===== src/hdl/isfd_pkg.sv =====
package isfd_pkg;
   // register byte offsets on the apb side
   localparam logic [7:0] ISFD_ADDR_DESC_LO = 8'h00;
   localparam logic [7:0] ISFD_ADDR_DESC_HI = 8'h04;
   localparam logic [7:0] ISFD_ADDR_STATUS = 8'h08;
   localparam logic [7:0] ISFD_ADDR_PROGRESS = 8'h0C;
   localparam logic [31:0] ISFD_RESET_WORD = 32'h0000_0000;
   // field positions inside the 64-bit descriptor word
   localparam int ISFD_VALID_BIT = 0;
   localparam int ISFD_TOTAL_LSB = 3;
   localparam int ISFD_TOTAL_MSB = 17;
   localparam int ISFD_CHUNK_LSB = 18;
   localparam int ISFD_CHUNK_MSB = 28;
   localparam int ISFD_EP_LOW_BIT = 31;
   localparam int ISFD_EP_HIGH_LSB = 32;
   localparam int ISFD_EP_HIGH_MSB = 34;
   localparam int ISFD_ADDR_LSB = 35;
   localparam int ISFD_ADDR_MSB = 41;
   localparam int ISFD_TOKEN_LSB = 42;
   localparam int ISFD_TOKEN_MSB = 43;
   localparam int ISFD_SPLIT_BIT = 46;
   // token encodings
   localparam logic [1:0] ISFD_TOKEN_OUT = 2'h0;
   localparam logic [1:0] ISFD_TOKEN_IN = 2'h1;
   // status word layout
   localparam int ISFD_ST_BUSY_BIT = 0;
   localparam int ISFD_ST_FATAL_BIT = 1;
   localparam int ISFD_ST_DONE_BIT = 2;
   // executor states, gray along idle-issue-wait-finish
   typedef enum logic [1:0] {
      ISFD_IDLE = 2'h0,
      ISFD_ISSUE = 2'h1,
      ISFD_WAIT = 2'h3,
      ISFD_FINISH = 2'h2
   } isfd_state_t;
endpackage : isfd_pkg


===== src/hdl/isfd_desc_if.sv =====
`timescale 1ns/10ps
`default_nettype none
interface isfd_desc_if;
   logic [63:0] word;
   logic valid;
   logic token_legal;
   logic token_in;
   logic split_sel;
   logic [6:0] function_addr;
   logic [3:0] endpoint_num;
   logic [10:0] split_chunk_limit;
   logic [14:0] total_byte_count;
   modport owner (output word, input valid, token_legal, token_in, split_sel,
                  function_addr, endpoint_num, split_chunk_limit, total_byte_count);
   modport decoder (input word, output valid, token_legal, token_in, split_sel,
                    function_addr, endpoint_num, split_chunk_limit, total_byte_count);
endinterface : isfd_desc_if
`default_nettype wire


===== src/hdl/isfd_field_decode.sv =====
`timescale 1ns/10ps
`default_nettype none
module isfd_field_decode
   import isfd_pkg::*;
(
   // descriptor in, fields out
   isfd_desc_if.decoder d
);
   logic [1:0] token;

   // pure field extraction; bits 30:29 and 2:1 are never looked at
   assign token = d.word[ISFD_TOKEN_MSB:ISFD_TOKEN_LSB];
   assign d.valid = d.word[ISFD_VALID_BIT];
   assign d.token_legal = (token == ISFD_TOKEN_OUT) || (token == ISFD_TOKEN_IN);
   assign d.token_in = (token == ISFD_TOKEN_IN);
   assign d.split_sel = d.word[ISFD_SPLIT_BIT];
   assign d.function_addr = d.word[ISFD_ADDR_MSB:ISFD_ADDR_LSB];
   assign d.endpoint_num = {d.word[ISFD_EP_HIGH_MSB:ISFD_EP_HIGH_LSB],
                            d.word[ISFD_EP_LOW_BIT]};
   assign d.split_chunk_limit = d.word[ISFD_CHUNK_MSB:ISFD_CHUNK_LSB];
   assign d.total_byte_count = d.word[ISFD_TOTAL_MSB:ISFD_TOTAL_LSB];
endmodule : isfd_field_decode
`default_nettype wire


===== src/hdl/isfd_split_exec.sv =====
// What this block does
// token 00 issues an OUT transaction, 01 issues an IN transaction.
// function address comes from descriptor bits 41 down to 35.
// endpoint is bits 34:32 as upper three bits, bit 31 as lowest.
// each start split carries at most the limit in bits 28 down to 18.
// software sets limit 188 OUT, 192 IN, else equal to total bytes.
// software puts total byte count in bits 17:3, at most 1023.
// total byte count acts as downstream maximum packet size.
// software sets validity bit 0 when payload is pending.
// hardware clears validity bit after full execution or a fatal error.
// software mirrors validity into upper active flag; hardware clears it later. This block never clears bit 63.
// split-select 1 runs split transactions, 0 a plain high-speed one.
// reserved bits 30:29 and 2:1 written zero, ignored by hardware.
//
// Implementation choices: the register addresses and register access over APB.
`timescale 1ns/10ps
`default_nettype none
module isfd_split_exec
   import isfd_pkg::*;
(
   // clock and reset
   input wire logic pclk,
   input wire logic presetn,
   // apb slave
   input wire logic [7:0] paddr,
   input wire logic psel,
   input wire logic penable,
   input wire logic pwrite,
   input wire logic [31:0] pwdata,
   input wire logic [3:0] pstrb,
   output logic [31:0] prdata,
   output logic pready,
   output logic pslverr,
   // transaction request toward the bus engine
   output logic req_valid,
   output logic req_in,
   output logic req_split,
   output logic [6:0] req_addr,
   output logic [3:0] req_ep,
   output logic [14:0] req_len,
   // answer from the bus engine, same clock
   input wire logic link_done,
   input wire logic [14:0] link_bytes,
   input wire logic link_fatal
);
   isfd_desc_if d ();
   isfd_state_t st_r;
   logic [31:0] desc_lo_r;
   logic [31:0] desc_hi_r;
   logic [31:0] prdata_r;
   logic pready_r;
   logic pslverr_r;
   logic req_valid_r;
   logic req_in_r;
   logic req_split_r;
   logic [6:0] req_addr_r;
   logic [3:0] req_ep_r;
   logic [14:0] req_len_r;
   logic [14:0] remain_r;
   logic [14:0] moved_r;
   logic [10:0] chunk_r;
   logic fatal_r;
   logic done_r;
   logic clr_valid;
   logic set_fatal;
   logic set_done;
   logic go;
   logic access;
   logic commit;
   logic mapped;
   logic wr_lo;
   logic wr_hi;
   logic wr_status;
   logic [14:0] got;
   logic [14:0] remain_nxt;
   logic [14:0] len_nxt;

   isfd_field_decode u_decode (
      .d(d.decoder)
   );

   assign d.word = {desc_hi_r, desc_lo_r};

   // apb decode; writes land only on the completing access edge
   assign access = psel && penable;
   assign commit = access && pready_r;
   assign mapped = (paddr == ISFD_ADDR_DESC_LO) || (paddr == ISFD_ADDR_DESC_HI) ||
                   (paddr == ISFD_ADDR_STATUS) || (paddr == ISFD_ADDR_PROGRESS);
   assign wr_lo = commit && pwrite && (paddr == ISFD_ADDR_DESC_LO);
   assign wr_hi = commit && pwrite && (paddr == ISFD_ADDR_DESC_HI);
   assign wr_status = commit && pwrite && (paddr == ISFD_ADDR_STATUS);

   // one wait state on every access so read data can come from a flop
   always_ff @(posedge pclk or negedge presetn) begin
      if (!presetn) begin
         pready_r <= 1'b0;
         pslverr_r <= 1'b0;
      end else begin
         pready_r <= access && !pready_r;
         pslverr_r <= access && !pready_r && !mapped;
      end
   end

   // read mux registered during the wait state
   always_ff @(posedge pclk or negedge presetn) begin
      if (!presetn) begin
         prdata_r <= ISFD_RESET_WORD;
      end else if (access && !pready_r && !pwrite) begin
         case (paddr)
            ISFD_ADDR_DESC_LO: prdata_r <= desc_lo_r;
            ISFD_ADDR_DESC_HI: prdata_r <= desc_hi_r;
            ISFD_ADDR_STATUS: begin
               prdata_r <= ISFD_RESET_WORD;
               prdata_r[ISFD_ST_BUSY_BIT] <= (st_r != ISFD_IDLE);
               prdata_r[ISFD_ST_FATAL_BIT] <= fatal_r;
               prdata_r[ISFD_ST_DONE_BIT] <= done_r;
            end
            ISFD_ADDR_PROGRESS: prdata_r <= {17'h0_0000, moved_r};
            default: prdata_r <= ISFD_RESET_WORD;
         endcase
      end
   end

   // descriptor words; a software write in the clear cycle wins over the clear
   always_ff @(posedge pclk or negedge presetn) begin
      if (!presetn) begin
         desc_lo_r <= ISFD_RESET_WORD;
      end else begin
         for (int b = 0; b < 4; b++) begin
            if (wr_lo && pstrb[b]) begin
               desc_lo_r[b*8 +: 8] <= pwdata[b*8 +: 8];
            end
         end
         if (clr_valid && !(wr_lo && pstrb[0])) begin
            desc_lo_r[ISFD_VALID_BIT] <= 1'b0;
         end
      end
   end

   always_ff @(posedge pclk or negedge presetn) begin
      if (!presetn) begin
         desc_hi_r <= ISFD_RESET_WORD;
      end else begin
         for (int b = 0; b < 4; b++) begin
            if (wr_hi && pstrb[b]) begin
               desc_hi_r[b*8 +: 8] <= pwdata[b*8 +: 8];
            end
         end
      end
   end

   // sticky outcome flags, write one to clear; a new event beats the clear
   always_ff @(posedge pclk or negedge presetn) begin
      if (!presetn) begin
         fatal_r <= 1'b0;
         done_r <= 1'b0;
      end else begin
         fatal_r <= set_fatal || (fatal_r && !(wr_status && pstrb[0] &&
                                  pwdata[ISFD_ST_FATAL_BIT]));
         done_r <= set_done || (done_r && !(wr_status && pstrb[0] &&
                                pwdata[ISFD_ST_DONE_BIT]));
      end
   end

   // a zero limit in split mode could never make progress, so it is fatal
   assign go = (st_r == ISFD_IDLE) && d.valid;
   assign got = (link_bytes > req_len_r) ? req_len_r : link_bytes;
   assign remain_nxt = remain_r - got;
   assign len_nxt = (req_split_r && ({4'h0, chunk_r} < remain_r)) ?
                    {4'h0, chunk_r} : remain_r;

   // hardware clears validity on completion or on any fatal condition
   always_comb begin
      clr_valid = 1'b0;
      set_fatal = 1'b0;
      set_done = 1'b0;
      if (go && (!d.token_legal || (d.split_sel && d.split_chunk_limit == 11'h000))) begin
         clr_valid = 1'b1;
         set_fatal = 1'b1;
      end else if (go && d.total_byte_count == 15'h0000) begin
         clr_valid = 1'b1;
         set_done = 1'b1;
      end else if (st_r == ISFD_WAIT && link_done && link_fatal) begin
         clr_valid = 1'b1;
         set_fatal = 1'b1;
      end else if (st_r == ISFD_FINISH) begin
         clr_valid = 1'b1;
         set_done = 1'b1;
      end
   end

   // executor: start splits until the total is moved, or one plain transaction
   always_ff @(posedge pclk or negedge presetn) begin
      if (!presetn) begin
         st_r <= ISFD_IDLE;
      end else begin
         case (st_r)
            ISFD_IDLE: if (go && !clr_valid) st_r <= ISFD_ISSUE;
            ISFD_ISSUE: st_r <= ISFD_WAIT;
            ISFD_WAIT: begin
               if (link_done && link_fatal) begin
                  st_r <= ISFD_IDLE;
               end else if (link_done) begin
                  // a short packet or plain transaction ends the descriptor
                  if (!req_split_r || remain_nxt == 15'h0000 || got < req_len_r) begin
                     st_r <= ISFD_FINISH;
                  end else begin
                     st_r <= ISFD_ISSUE;
                  end
               end
            end
            ISFD_FINISH: st_r <= ISFD_IDLE;
            default: st_r <= ISFD_IDLE;
         endcase
      end
   end

   // fields are latched at start so later descriptor writes cannot tear a run
   always_ff @(posedge pclk or negedge presetn) begin
      if (!presetn) begin
         req_in_r <= 1'b0;
         req_split_r <= 1'b0;
         req_addr_r <= 7'h00;
         req_ep_r <= 4'h0;
         chunk_r <= 11'h000;
      end else if (go && !clr_valid) begin
         req_in_r <= d.token_in;
         req_split_r <= d.split_sel;
         req_addr_r <= d.function_addr;
         req_ep_r <= d.endpoint_num;
         chunk_r <= d.split_chunk_limit;
      end
   end

   // byte accounting; the total is the ceiling for the whole run
   always_ff @(posedge pclk or negedge presetn) begin
      if (!presetn) begin
         remain_r <= 15'h0000;
         moved_r <= 15'h0000;
      end else if (go) begin
         // a refused or empty run still restarts the progress count at zero
         remain_r <= d.total_byte_count;
         moved_r <= 15'h0000;
      end else if (st_r == ISFD_WAIT && link_done && !link_fatal) begin
         remain_r <= remain_nxt;
         moved_r <= moved_r + got;
      end
   end

   // request held until the engine answers
   always_ff @(posedge pclk or negedge presetn) begin
      if (!presetn) begin
         req_valid_r <= 1'b0;
         req_len_r <= 15'h0000;
      end else if (st_r == ISFD_ISSUE) begin
         req_valid_r <= 1'b1;
         req_len_r <= len_nxt;
      end else if (st_r == ISFD_WAIT && link_done) begin
         req_valid_r <= 1'b0;
      end
   end

   assign prdata = prdata_r;
   assign pready = pready_r;
   assign pslverr = pslverr_r;
   assign req_valid = req_valid_r;
   assign req_in = req_in_r;
   assign req_split = req_split_r;
   assign req_addr = req_addr_r;
   assign req_ep = req_ep_r;
   assign req_len = req_len_r;

   // checks on the driven behaviour
   a_token_direction: assert property (@(posedge pclk) disable iff (!presetn)
      (go && !clr_valid) |=> (req_in_r == $past(d.token_in)))
      else $error("token direction not latched");
   a_addr_capture: assert property (@(posedge pclk) disable iff (!presetn)
      (go && !clr_valid) |=> ##1 (req_valid_r && req_addr_r == $past(d.function_addr, 2)))
      else $error("function address mismatch");
   a_ep_assembly: assert property (@(posedge pclk) disable iff (!presetn)
      (go && !clr_valid) |=> (req_ep_r == {$past(desc_hi_r[2:0]), $past(desc_lo_r[31])}))
      else $error("endpoint assembly wrong");
   a_chunk_bound: assert property (@(posedge pclk) disable iff (!presetn)
      (req_valid_r && req_split_r) |-> (req_len_r <= {4'h0, chunk_r} && req_len_r != 15'h0000))
      else $error("split payload exceeds limit");
   a_plain_whole: assert property (@(posedge pclk) disable iff (!presetn)
      (req_valid_r && !req_split_r) |-> (req_len_r == remain_r))
      else $error("plain transaction not whole count");
   a_finish_clears: assert property (@(posedge pclk) disable iff (!presetn)
      (st_r == ISFD_FINISH && !wr_lo) |=> (!desc_lo_r[ISFD_VALID_BIT] && st_r == ISFD_IDLE))
      else $error("valid not cleared at finish");
   a_fatal_clears: assert property (@(posedge pclk) disable iff (!presetn)
      (st_r == ISFD_WAIT && link_done && link_fatal && !wr_lo) |=>
      (!desc_lo_r[ISFD_VALID_BIT] && fatal_r && !req_valid_r))
      else $error("fatal did not clear valid");
   a_plain_single: assert property (@(posedge pclk) disable iff (!presetn)
      (st_r == ISFD_WAIT && link_done && !link_fatal && !req_split_r) |=> (st_r == ISFD_FINISH))
      else $error("plain transaction repeated");
   a_refuse_clears: assert property (@(posedge pclk) disable iff (!presetn)
      (go && !d.token_legal && !wr_lo) |=>
      (!desc_lo_r[ISFD_VALID_BIT] && fatal_r && st_r == ISFD_IDLE))
      else $error("refused descriptor left active");
   a_moved_restart: assert property (@(posedge pclk) disable iff (!presetn)
      go |=> (moved_r == 15'h0000))
      else $error("byte progress not restarted");
   a_apb_wait: assert property (@(posedge pclk) disable iff (!presetn)
      (access && !pready_r) |=> (pready_r && (pslverr_r == !$past(mapped))))
      else $error("apb answer timing wrong");
endmodule : isfd_split_exec
`default_nettype wire


===== config.mk =====
export PLATFORM = sky130hd
export DESIGN_NAME = isfd_split_exec
export DESIGN_NICKNAME = d
export VERILOG_FILES = /design/src/hdl/isfd_pkg.sv /design/src/hdl/isfd_desc_if.sv /design/src/hdl/isfd_field_decode.sv /design/src/hdl/isfd_split_exec.sv
export SDC_FILE = /design/constraint.sdc
export NUM_CORES = 1
export LEC_CHECK = 0
export ABC_AREA = 1
export BUFFER_PORTS_ARGS = -buffer_cell sky130_fd_sc_hd__buf_2
export CORE_UTILIZATION = 50
export CTS_BUF_LIST = sky130_fd_sc_hd__clkbuf_2 sky130_fd_sc_hd__clkbuf_4 sky130_fd_sc_hd__clkbuf_8
export CTS_CLUSTER_SIZE = 28
export DETAILED_ROUTE_END_ITERATION = 7
export GPL_TIMING_DRIVEN = 0
export PLACE_DENSITY_LB_ADDON = 0.3
export SYNTH_ARGS = -nofsm -noshare
export SYNTH_HDL_FRONTEND = slang
export SYNTH_SLANG_ARGS = --single-unit
export TNS_END_PERCENT = 1

===== constraint.sdc =====
create_clock -name pclk -period 4.28 [get_ports pclk]
set_input_delay 0.214 -clock pclk [delete_from_list [all_inputs] [get_ports pclk]]
set_output_delay 0.214 -clock pclk [all_outputs]
set_load 0.01 [all_outputs]

Word-level counts from Yosys, hierarchy flattened
Cells that the tools add are included.
{ "totals": {"out_inout_bits": 63, "reg_bits": 172, "in_bits": 66} }
{ "op_classes": {"n_lt_le_gt_ge": 3, "n_eq_ne": 9, "reduce_logical": 63, "mux": 26, "addsub": 2} }
{ "ops": {"columns": ["op", "count"], "rows": [
  ["one-hot mux 32 bit (4 select lines)", 1],
  ["2-to-1 mux 15 bit", 6],
  ["logical AND 1 bit", 33],
  ["logical NOT 15 bit", 2],
  ["equality test 8 x 4 -> 1 bit, second input constant", 2],
  ["adder 15 bit", 1],
  ["greater-than comparator 15 bit", 1],
  ["less-than comparator 11 x 15 -> 1 bit", 1],
  ["less-than comparator 15 bit", 1],
  ["subtractor 15 bit", 1],
  ["2-to-1 mux 1 bit", 14],
  ["logical NOT 11 bit", 1],
  ["logical NOT 1 bit", 10],
  ["logical OR 1 bit", 9],
  ["equality test 8 x 3 -> 1 bit, second input constant", 1],
  ["logical NOT 8 bit", 1],
  ["2-to-1 mux 2 bit", 4],
  ["one-hot mux 2 bit (4 select lines)", 1],
  ["nonzero test 2 bit", 4],
  ["equality test 2 x 1 -> 1 bit, second input constant", 2],
  ["equality test 2 bit, second input constant", 2],
  ["logical NOT 2 bit", 2],
  ["!= test 3 bit, second input constant", 1],
  ["!= test 2 x 1 -> 1 bit, second input constant", 1],
  ["AND reduction 2 bit", 1]
]} }

Logic depth before layout (Yosys ltp)
{ "logic_depth": {"word_depth": 10, "ltp_mapped": 33, "depth_no_buf": 31} }

Hierarchy
A second synthesis with hierarchy kept.
{ "unflattened": {"hier_cells": 1212, "hier_area_um2": 9985.8} }
{ "modules_own_cells": {"columns": ["module", "n_inst", "cells_each", "area_per_inst_um2"], "rows": [
  ["isfd_split_exec", 1, 1170, 9679.3],
  ["isfd_field_decode", 1, 42, 306.5]
]} }

Worst setup path after synthesis
OpenSTA, ideal clock, no wires.
{ "synth_path": {"path_type": "register -> register", "startpoint": "register req_len_r[14], in the netlist req_len[14]", "endpoint": "register st_r[0]", "slack_ps": 554, "path_buffers": 2, "path_stages_with_launch": 31, "arrival_time_ps": 3609, "cell_sequence": "dfrtp_1 -> inv_1 -> ha_1 -> nand2_1 -> nor2_1 -> inv_2 -> nor2_2 -> nand4_1 -> nand2_1 -> buf_2 -> buf_4 -> nor2_1 -> a21oi_1 -> ha_1 -> inv_1 -> fa_1 -> nand3_1 -> nand3_1 -> nand2_1 -> nand2_1 -> nand2_1 -> nand2_1 -> nand3_1 -> nand2_1 -> nand3b_1 -> nand2_1 -> a21oi_2 -> nand3_1 -> nand2_1 -> nand2_1 -> nand2_1"} }
{ "synth_between": {"elab_chain_cells": 10} }
{ "synth_lines": {"columns": ["item", "line_no", "source"], "rows": [
  ["from (decl)", "isfd_split_exec.sv:58", "logic [14:0] req_len_r;"],
  ["from (signal assigned)", "isfd_split_exec.sv:257", "req_len_r <= len_nxt;"],
  ["greater-than comparator 15 bit", "isfd_split_exec.sv:167", "assign got = (link_bytes > req_len_r) ? req_len_r : link_bytes;"],
  ["2-to-1 mux 15 bit", "isfd_split_exec.sv:167", null],
  ["subtractor 15 bit", "isfd_split_exec.sv:168", "assign remain_nxt = remain_r - got;"],
  ["logical NOT 15 bit", "isfd_split_exec.sv:205", "if (!req_split_r || remain_nxt == 15'h0000 || got < req_len_r) begin"],
  ["logical OR 1 bit", "isfd_split_exec.sv:205", null],
  ["logical OR 1 bit *", "isfd_split_exec.sv:205", null],
  ["2-to-1 mux 2 bit *", "isfd_split_exec.sv:205", null],
  ["2-to-1 mux 2 bit *", "isfd_split_exec.sv:203", "end else if (link_done) begin"],
  ["2-to-1 mux 2 bit *", "isfd_split_exec.sv:201", "if (link_done && link_fatal) begin"],
  ["one-hot mux 2 bit (4 select lines) *", "isfd_split_exec.sv:197", "case (st_r)"],
  ["to (signal assigned)", "isfd_split_exec.sv:198", "ISFD_IDLE: if (go && !clr_valid) st_r <= ISFD_ISSUE;"],
  ["to (signal assigned)", "isfd_split_exec.sv:202", "st_r <= ISFD_IDLE;"],
  ["to (signal assigned)", "isfd_split_exec.sv:206", "st_r <= ISFD_FINISH;"],
  ["to (decl)", "isfd_split_exec.sv:47", "isfd_state_t st_r;"]
]} }
Every way passes the cells marked *; elsewhere a longest branch is shown, timed or not. The select of a mux whose other input is x is not followed.
A chain may end at the register's enable or synchronous reset.

Worst setup path after layout
{ "layout_path": {"startpoint": "register req_len_r[14], in the netlist req_len[14]", "endpoint": "register moved_r[12]"} }
{ "layout_between": {"elab_chain_cells": 5} }
{ "layout_lines": {"columns": ["item", "line_no", "source"], "rows": [
  ["greater-than comparator 15 bit", "isfd_split_exec.sv:167", null],
  ["2-to-1 mux 15 bit", "isfd_split_exec.sv:167", null],
  ["adder 15 bit", "isfd_split_exec.sv:246", "moved_r <= moved_r + got;"],
  ["2-to-1 mux 15 bit", "isfd_split_exec.sv:244", "end else if (st_r == ISFD_WAIT && link_done && !link_fatal) begin"],
  ["2-to-1 mux 15 bit", "isfd_split_exec.sv:240", "end else if (go) begin"],
  ["to (signal assigned)", "isfd_split_exec.sv:246", null],
  ["to (decl)", "isfd_split_exec.sv:60", "logic [14:0] moved_r;"]
]} }
No other way between the ends. The select of a mux whose other input is x is not followed.

==> flow_summary.json <==
{
  "syn_nets": 1394,
  "netlist_top_cells_area": "dfrtp_1, nand2_1, ha_1, o21ai_1, inv_1",
  "drtPass1Iterations": 5,
  "cts_made_buffers": 17,
  "max_cap_violations": 0,
  "vias_per_cell": 5.442,
  "cts_tree": "yes",
  "vias": 9349,
  "grt_pass1_wl_um": 44110,
  "antenna_found_initial": 0,
  "diodes": 0,
  "async_reset_ff_frac": 1.000,
  "fin_cells": 1718,
  "synth_edf_count": 0,
  "syn-cell-area_um2": 9846,
  "syn_inst": 1259,
  "crit_type": "register to register",
  "hold_class": "input pin to register",
  "synth-seq-cells": 172,
  "routed_wl_um": 28130,
  "power_uw": 7486,
  "ir_worst_vdd_mv": 0.3262,
  "power_density_nw_per_um2": 635.3,
  "path_max_fanout": 10,
  "clk_pin_slew_ns": 0.10,
  "rsz0062_at_grt": "true",
  "synthSimpleGateAreaFrac": 0.2113,
  "synth_cell_types": 45,
  "insertion_delay_ns": 0.48,
  "critPathRequiredTime_ns": 4.63,
  "h-tree-depth": 4,
  "dieWidth_um": 142.3,
  "muxShareOfSynthArea": 0,
  "arrival_ns": 4.42,
  "drt_iter0_drc": 769,
  "synth_adder_area_share": 0.08921,
  "clock_sinks": 172,
  "synth_top_cell_area_share": 0.4372,
  "end_kind": "register",
  "drc": 0,
  "antenna_left": 0,
  "drive_gt1_frac": 0.1886,
  "worst_pin_slew_ns": 0.8022,
  "dp_hpwl_um": 21350,
  "max_freq_mhz": 245.8,
  "syn_avg_cell_area_um2": 7.820,
  "clockBufferDepth": 2,
  "relSlewSlack": 0.4623,
  "final_area_um2": 11780,
  "place_ws_ns": -0.3695,
  "synth_sequential_area_ratio": 0.4372,
  "finalHoldViolations": 0,
  "synth_compound_area_frac": 0.1686,
  "syn_to_final_growth_pct": 19.68,
  "leakagePower_uw": 0.005983,
  "cp-start-kind": "register",
  "root_buffer": "clkbuf_8",
  "slew_viol_final": 0,
  "dp.cells": 1648,
  "fin_skew_ns": 0.01435,
  "dieArea_um2": 20260,
  "status": "finished, final reports clean",
  "routabilityCongestion": 0.9230,
  "grt.total_usage": 0.2855,
  "nets": 1580,
  "initial_core_util": 0.5177,
  "placed_cell_area_um2": 10850,
  "io_buffers": 128,
  "grt_max_degree": 88,
  "yosysTopAreaCell": "dfrtp_1",
  "grt_pass1_vias": 8683,
  "worst_slack_ns": 0.2120,
  "io_pins": 129,
  "fin_util": 0.6196,
  "rows": 50,
  "finalSetupViolations": 0,
  "min_period_ns": 4.068,
  "core-area_um2": 19020,
  "routedWlPerCell_um": 16.37,
  "yosysWarningCount": 0,
  "synth-xor-area-share": 0.005337,
  "grt_overflow_total": 0,
  "ys.flop_type": "dfrtp_1",
  "fp.dieH_um": 142.3,
  "synth_top_family_by_area": "simple AND/OR/NAND/NOR gates",
  "fin_crit_sh": 0.9505
}
[flip-flops by register name, indices dropped and copies added (netlist names), 2 cells and up]
| signal | flops |
|---|---|
| remain_r | 15 |
| req_addr | 7 |
| req_len | 15 |
| moved_r | 15 |
| desc_lo_r | 32 |
| prdata | 32 |
| chunk_r | 11 |
| req_ep | 4 |
| st_r | 2 |
| desc_hi_r | 32 |
[power by group]
group	leakage, µW	switching (µW)	internal [µW]	total, µW
sequential	0.00230	211	1850	2060
clock	0.000203	672	498	1170
combinational	0.00347	2720	1530	4250
total	0.00598	3600	3880	7490
[synth_stat cells (4+ instances only)]
cell type,count
ha_1,67
o22ai_2,4
nor4_1,8
o21ai_0,48
nand2_1,366
nand4_1,9
buf_2,12
nand3b_1,7
a221oi_1,4
clkbuf_1,19
inv_1,172
o21ai_1,138
nor2_1,41
nand2_2,6
inv_2,13
xor2_1,6
o221ai_1,13
o22ai_1,9
a31oi_1,4
nand3_1,39
a21oi_1,65
dfrtp_1,172
[cells by family (layout without fill, tap and decap cells)]
family / Yosys count / in the layout
buf+inv: 221 / 420
simple gates: 491 / 491
fa+ha+maj: 69 / 69
flops: 172 / 172
compound gates: 300 / 300
xor+xnor: 6 / 6
[routing by layer]
metal / track usage / routed length [µm]
met1: 0.3953 / 12600
met2: 0.4399 / 12710
met3: 0.04610 / 1821
met4: 0.1313 / 989
met5: 0 / 0
[final cells by class]
cell class	instances	area, µm²
multi-input cells	866	4846
repair buffers	167	1023
fillers	1686	7234
flip-flops and latches	172	4304
inverters	186	700.7
clock buffers	18	247.7
well taps	260	325.3
clock inverters	14	150.1
plain buffers	35	186.4
[cell usage in the layout, fill, tap and decap left out, drive strengths merged, types with 2 or more instances in the layout]
| cell | synthesis | final |
|---|---|---|
| nand2 | 372 | 372 |
| buf | 16 | 159 |
| o21ai | 186 | 186 |
| nor2 | 43 | 43 |
| dfrtp | 172 | 172 |
| a221o | 2 | 2 |
| a22o | 2 | 2 |
| o211ai | 3 | 3 |
| o22ai | 13 | 13 |
| clkinv | 0 | 5 |
| o221ai | 13 | 13 |
| a21oi | 66 | 66 |
| a31oi | 4 | 4 |
| nand3 | 43 | 43 |
| xor2 | 6 | 6 |
| a221oi | 4 | 4 |
| inv | 186 | 193 |
| nand3b | 7 | 7 |
| ha | 67 | 67 |
| nor4 | 11 | 11 |
| clkbuf | 19 | 37 |
| dlygate4sd3 | 0 | 24 |
| nand4 | 9 | 9 |
| fa | 2 | 2 |
| nor3 | 5 | 5 |
| o31ai | 2 | 2 |
[critical path: stages, from the launching register on]
cell and delay [ns]:
dfrtp_1 0.37, inv_1 0.12, ha_4 0.29, nand2_2 0.07, nor2_4 0.11, inv_2 0.05
nor2_4 0.11, nand4_1 0.15, nand2_2 0.14, buf_8 0.13, buf_8 0.13, nor2_1 0.05
a21oi_2 0.27, buf_4 0.18, ha_2 0.17, inv_1 0.05, fa_2 0.35, nand3b_1 0.16
nand2_1 0.09, nand2_1 0.07, nand2_1 0.07, a21oi_1 0.08, o21ai_1 0.21, a21oi_2 0.11
o21ai_2 0.16, a21oi_1 0.08, o21ai_1 0.10, o21ai_1 0.07
[metrics by stage]
stage               setup TNS, ns  hold WS [ns]
floorplan                       0      -0.08159
global placement          -0.7949        0.4597
detailed placement         -1.163        0.2483
CTS                             0      0.002102
global route              -0.1992      0.009374
finish                          0       0.01043
[worst paths after layout]
check	start	to	slack (ns)	cells past startpoint
min in group asynchronous	presetn	desc_hi_r[0]$_DFFE_PN0P_	0.28	2
max in group asynchronous	presetn	moved_r[11]$_DFFE_PN0P_	3.13	3
min reg2reg	prdata[20]$_DFFE_PN0P_	prdata[20]$_DFFE_PN0P_	0.48	2
min	pwdata[3]	desc_hi_r[3]$_DFFE_PN0P_	0.01	3
max reg2reg	req_len[14]$_DFFE_PN0P_	moved_r[12]$_DFFE_PN0P_	0.21	27
max	req_len[14]$_DFFE_PN0P_	moved_r[12]$_DFFE_PN0P_	0.21	27
[timing repair]
action | CTS | global route
pin swaps | 3 | 16
gates resized for setup | 7 | 50
setup endpoints to repair | 5 | 8
cloned | 0 | 0
endpoints found under the hold margin | 124 | 0
setup buffers | 3 | 11
hold buffers | 24 | 0
No activity file was read; power rests on OpenSTA's default activity.
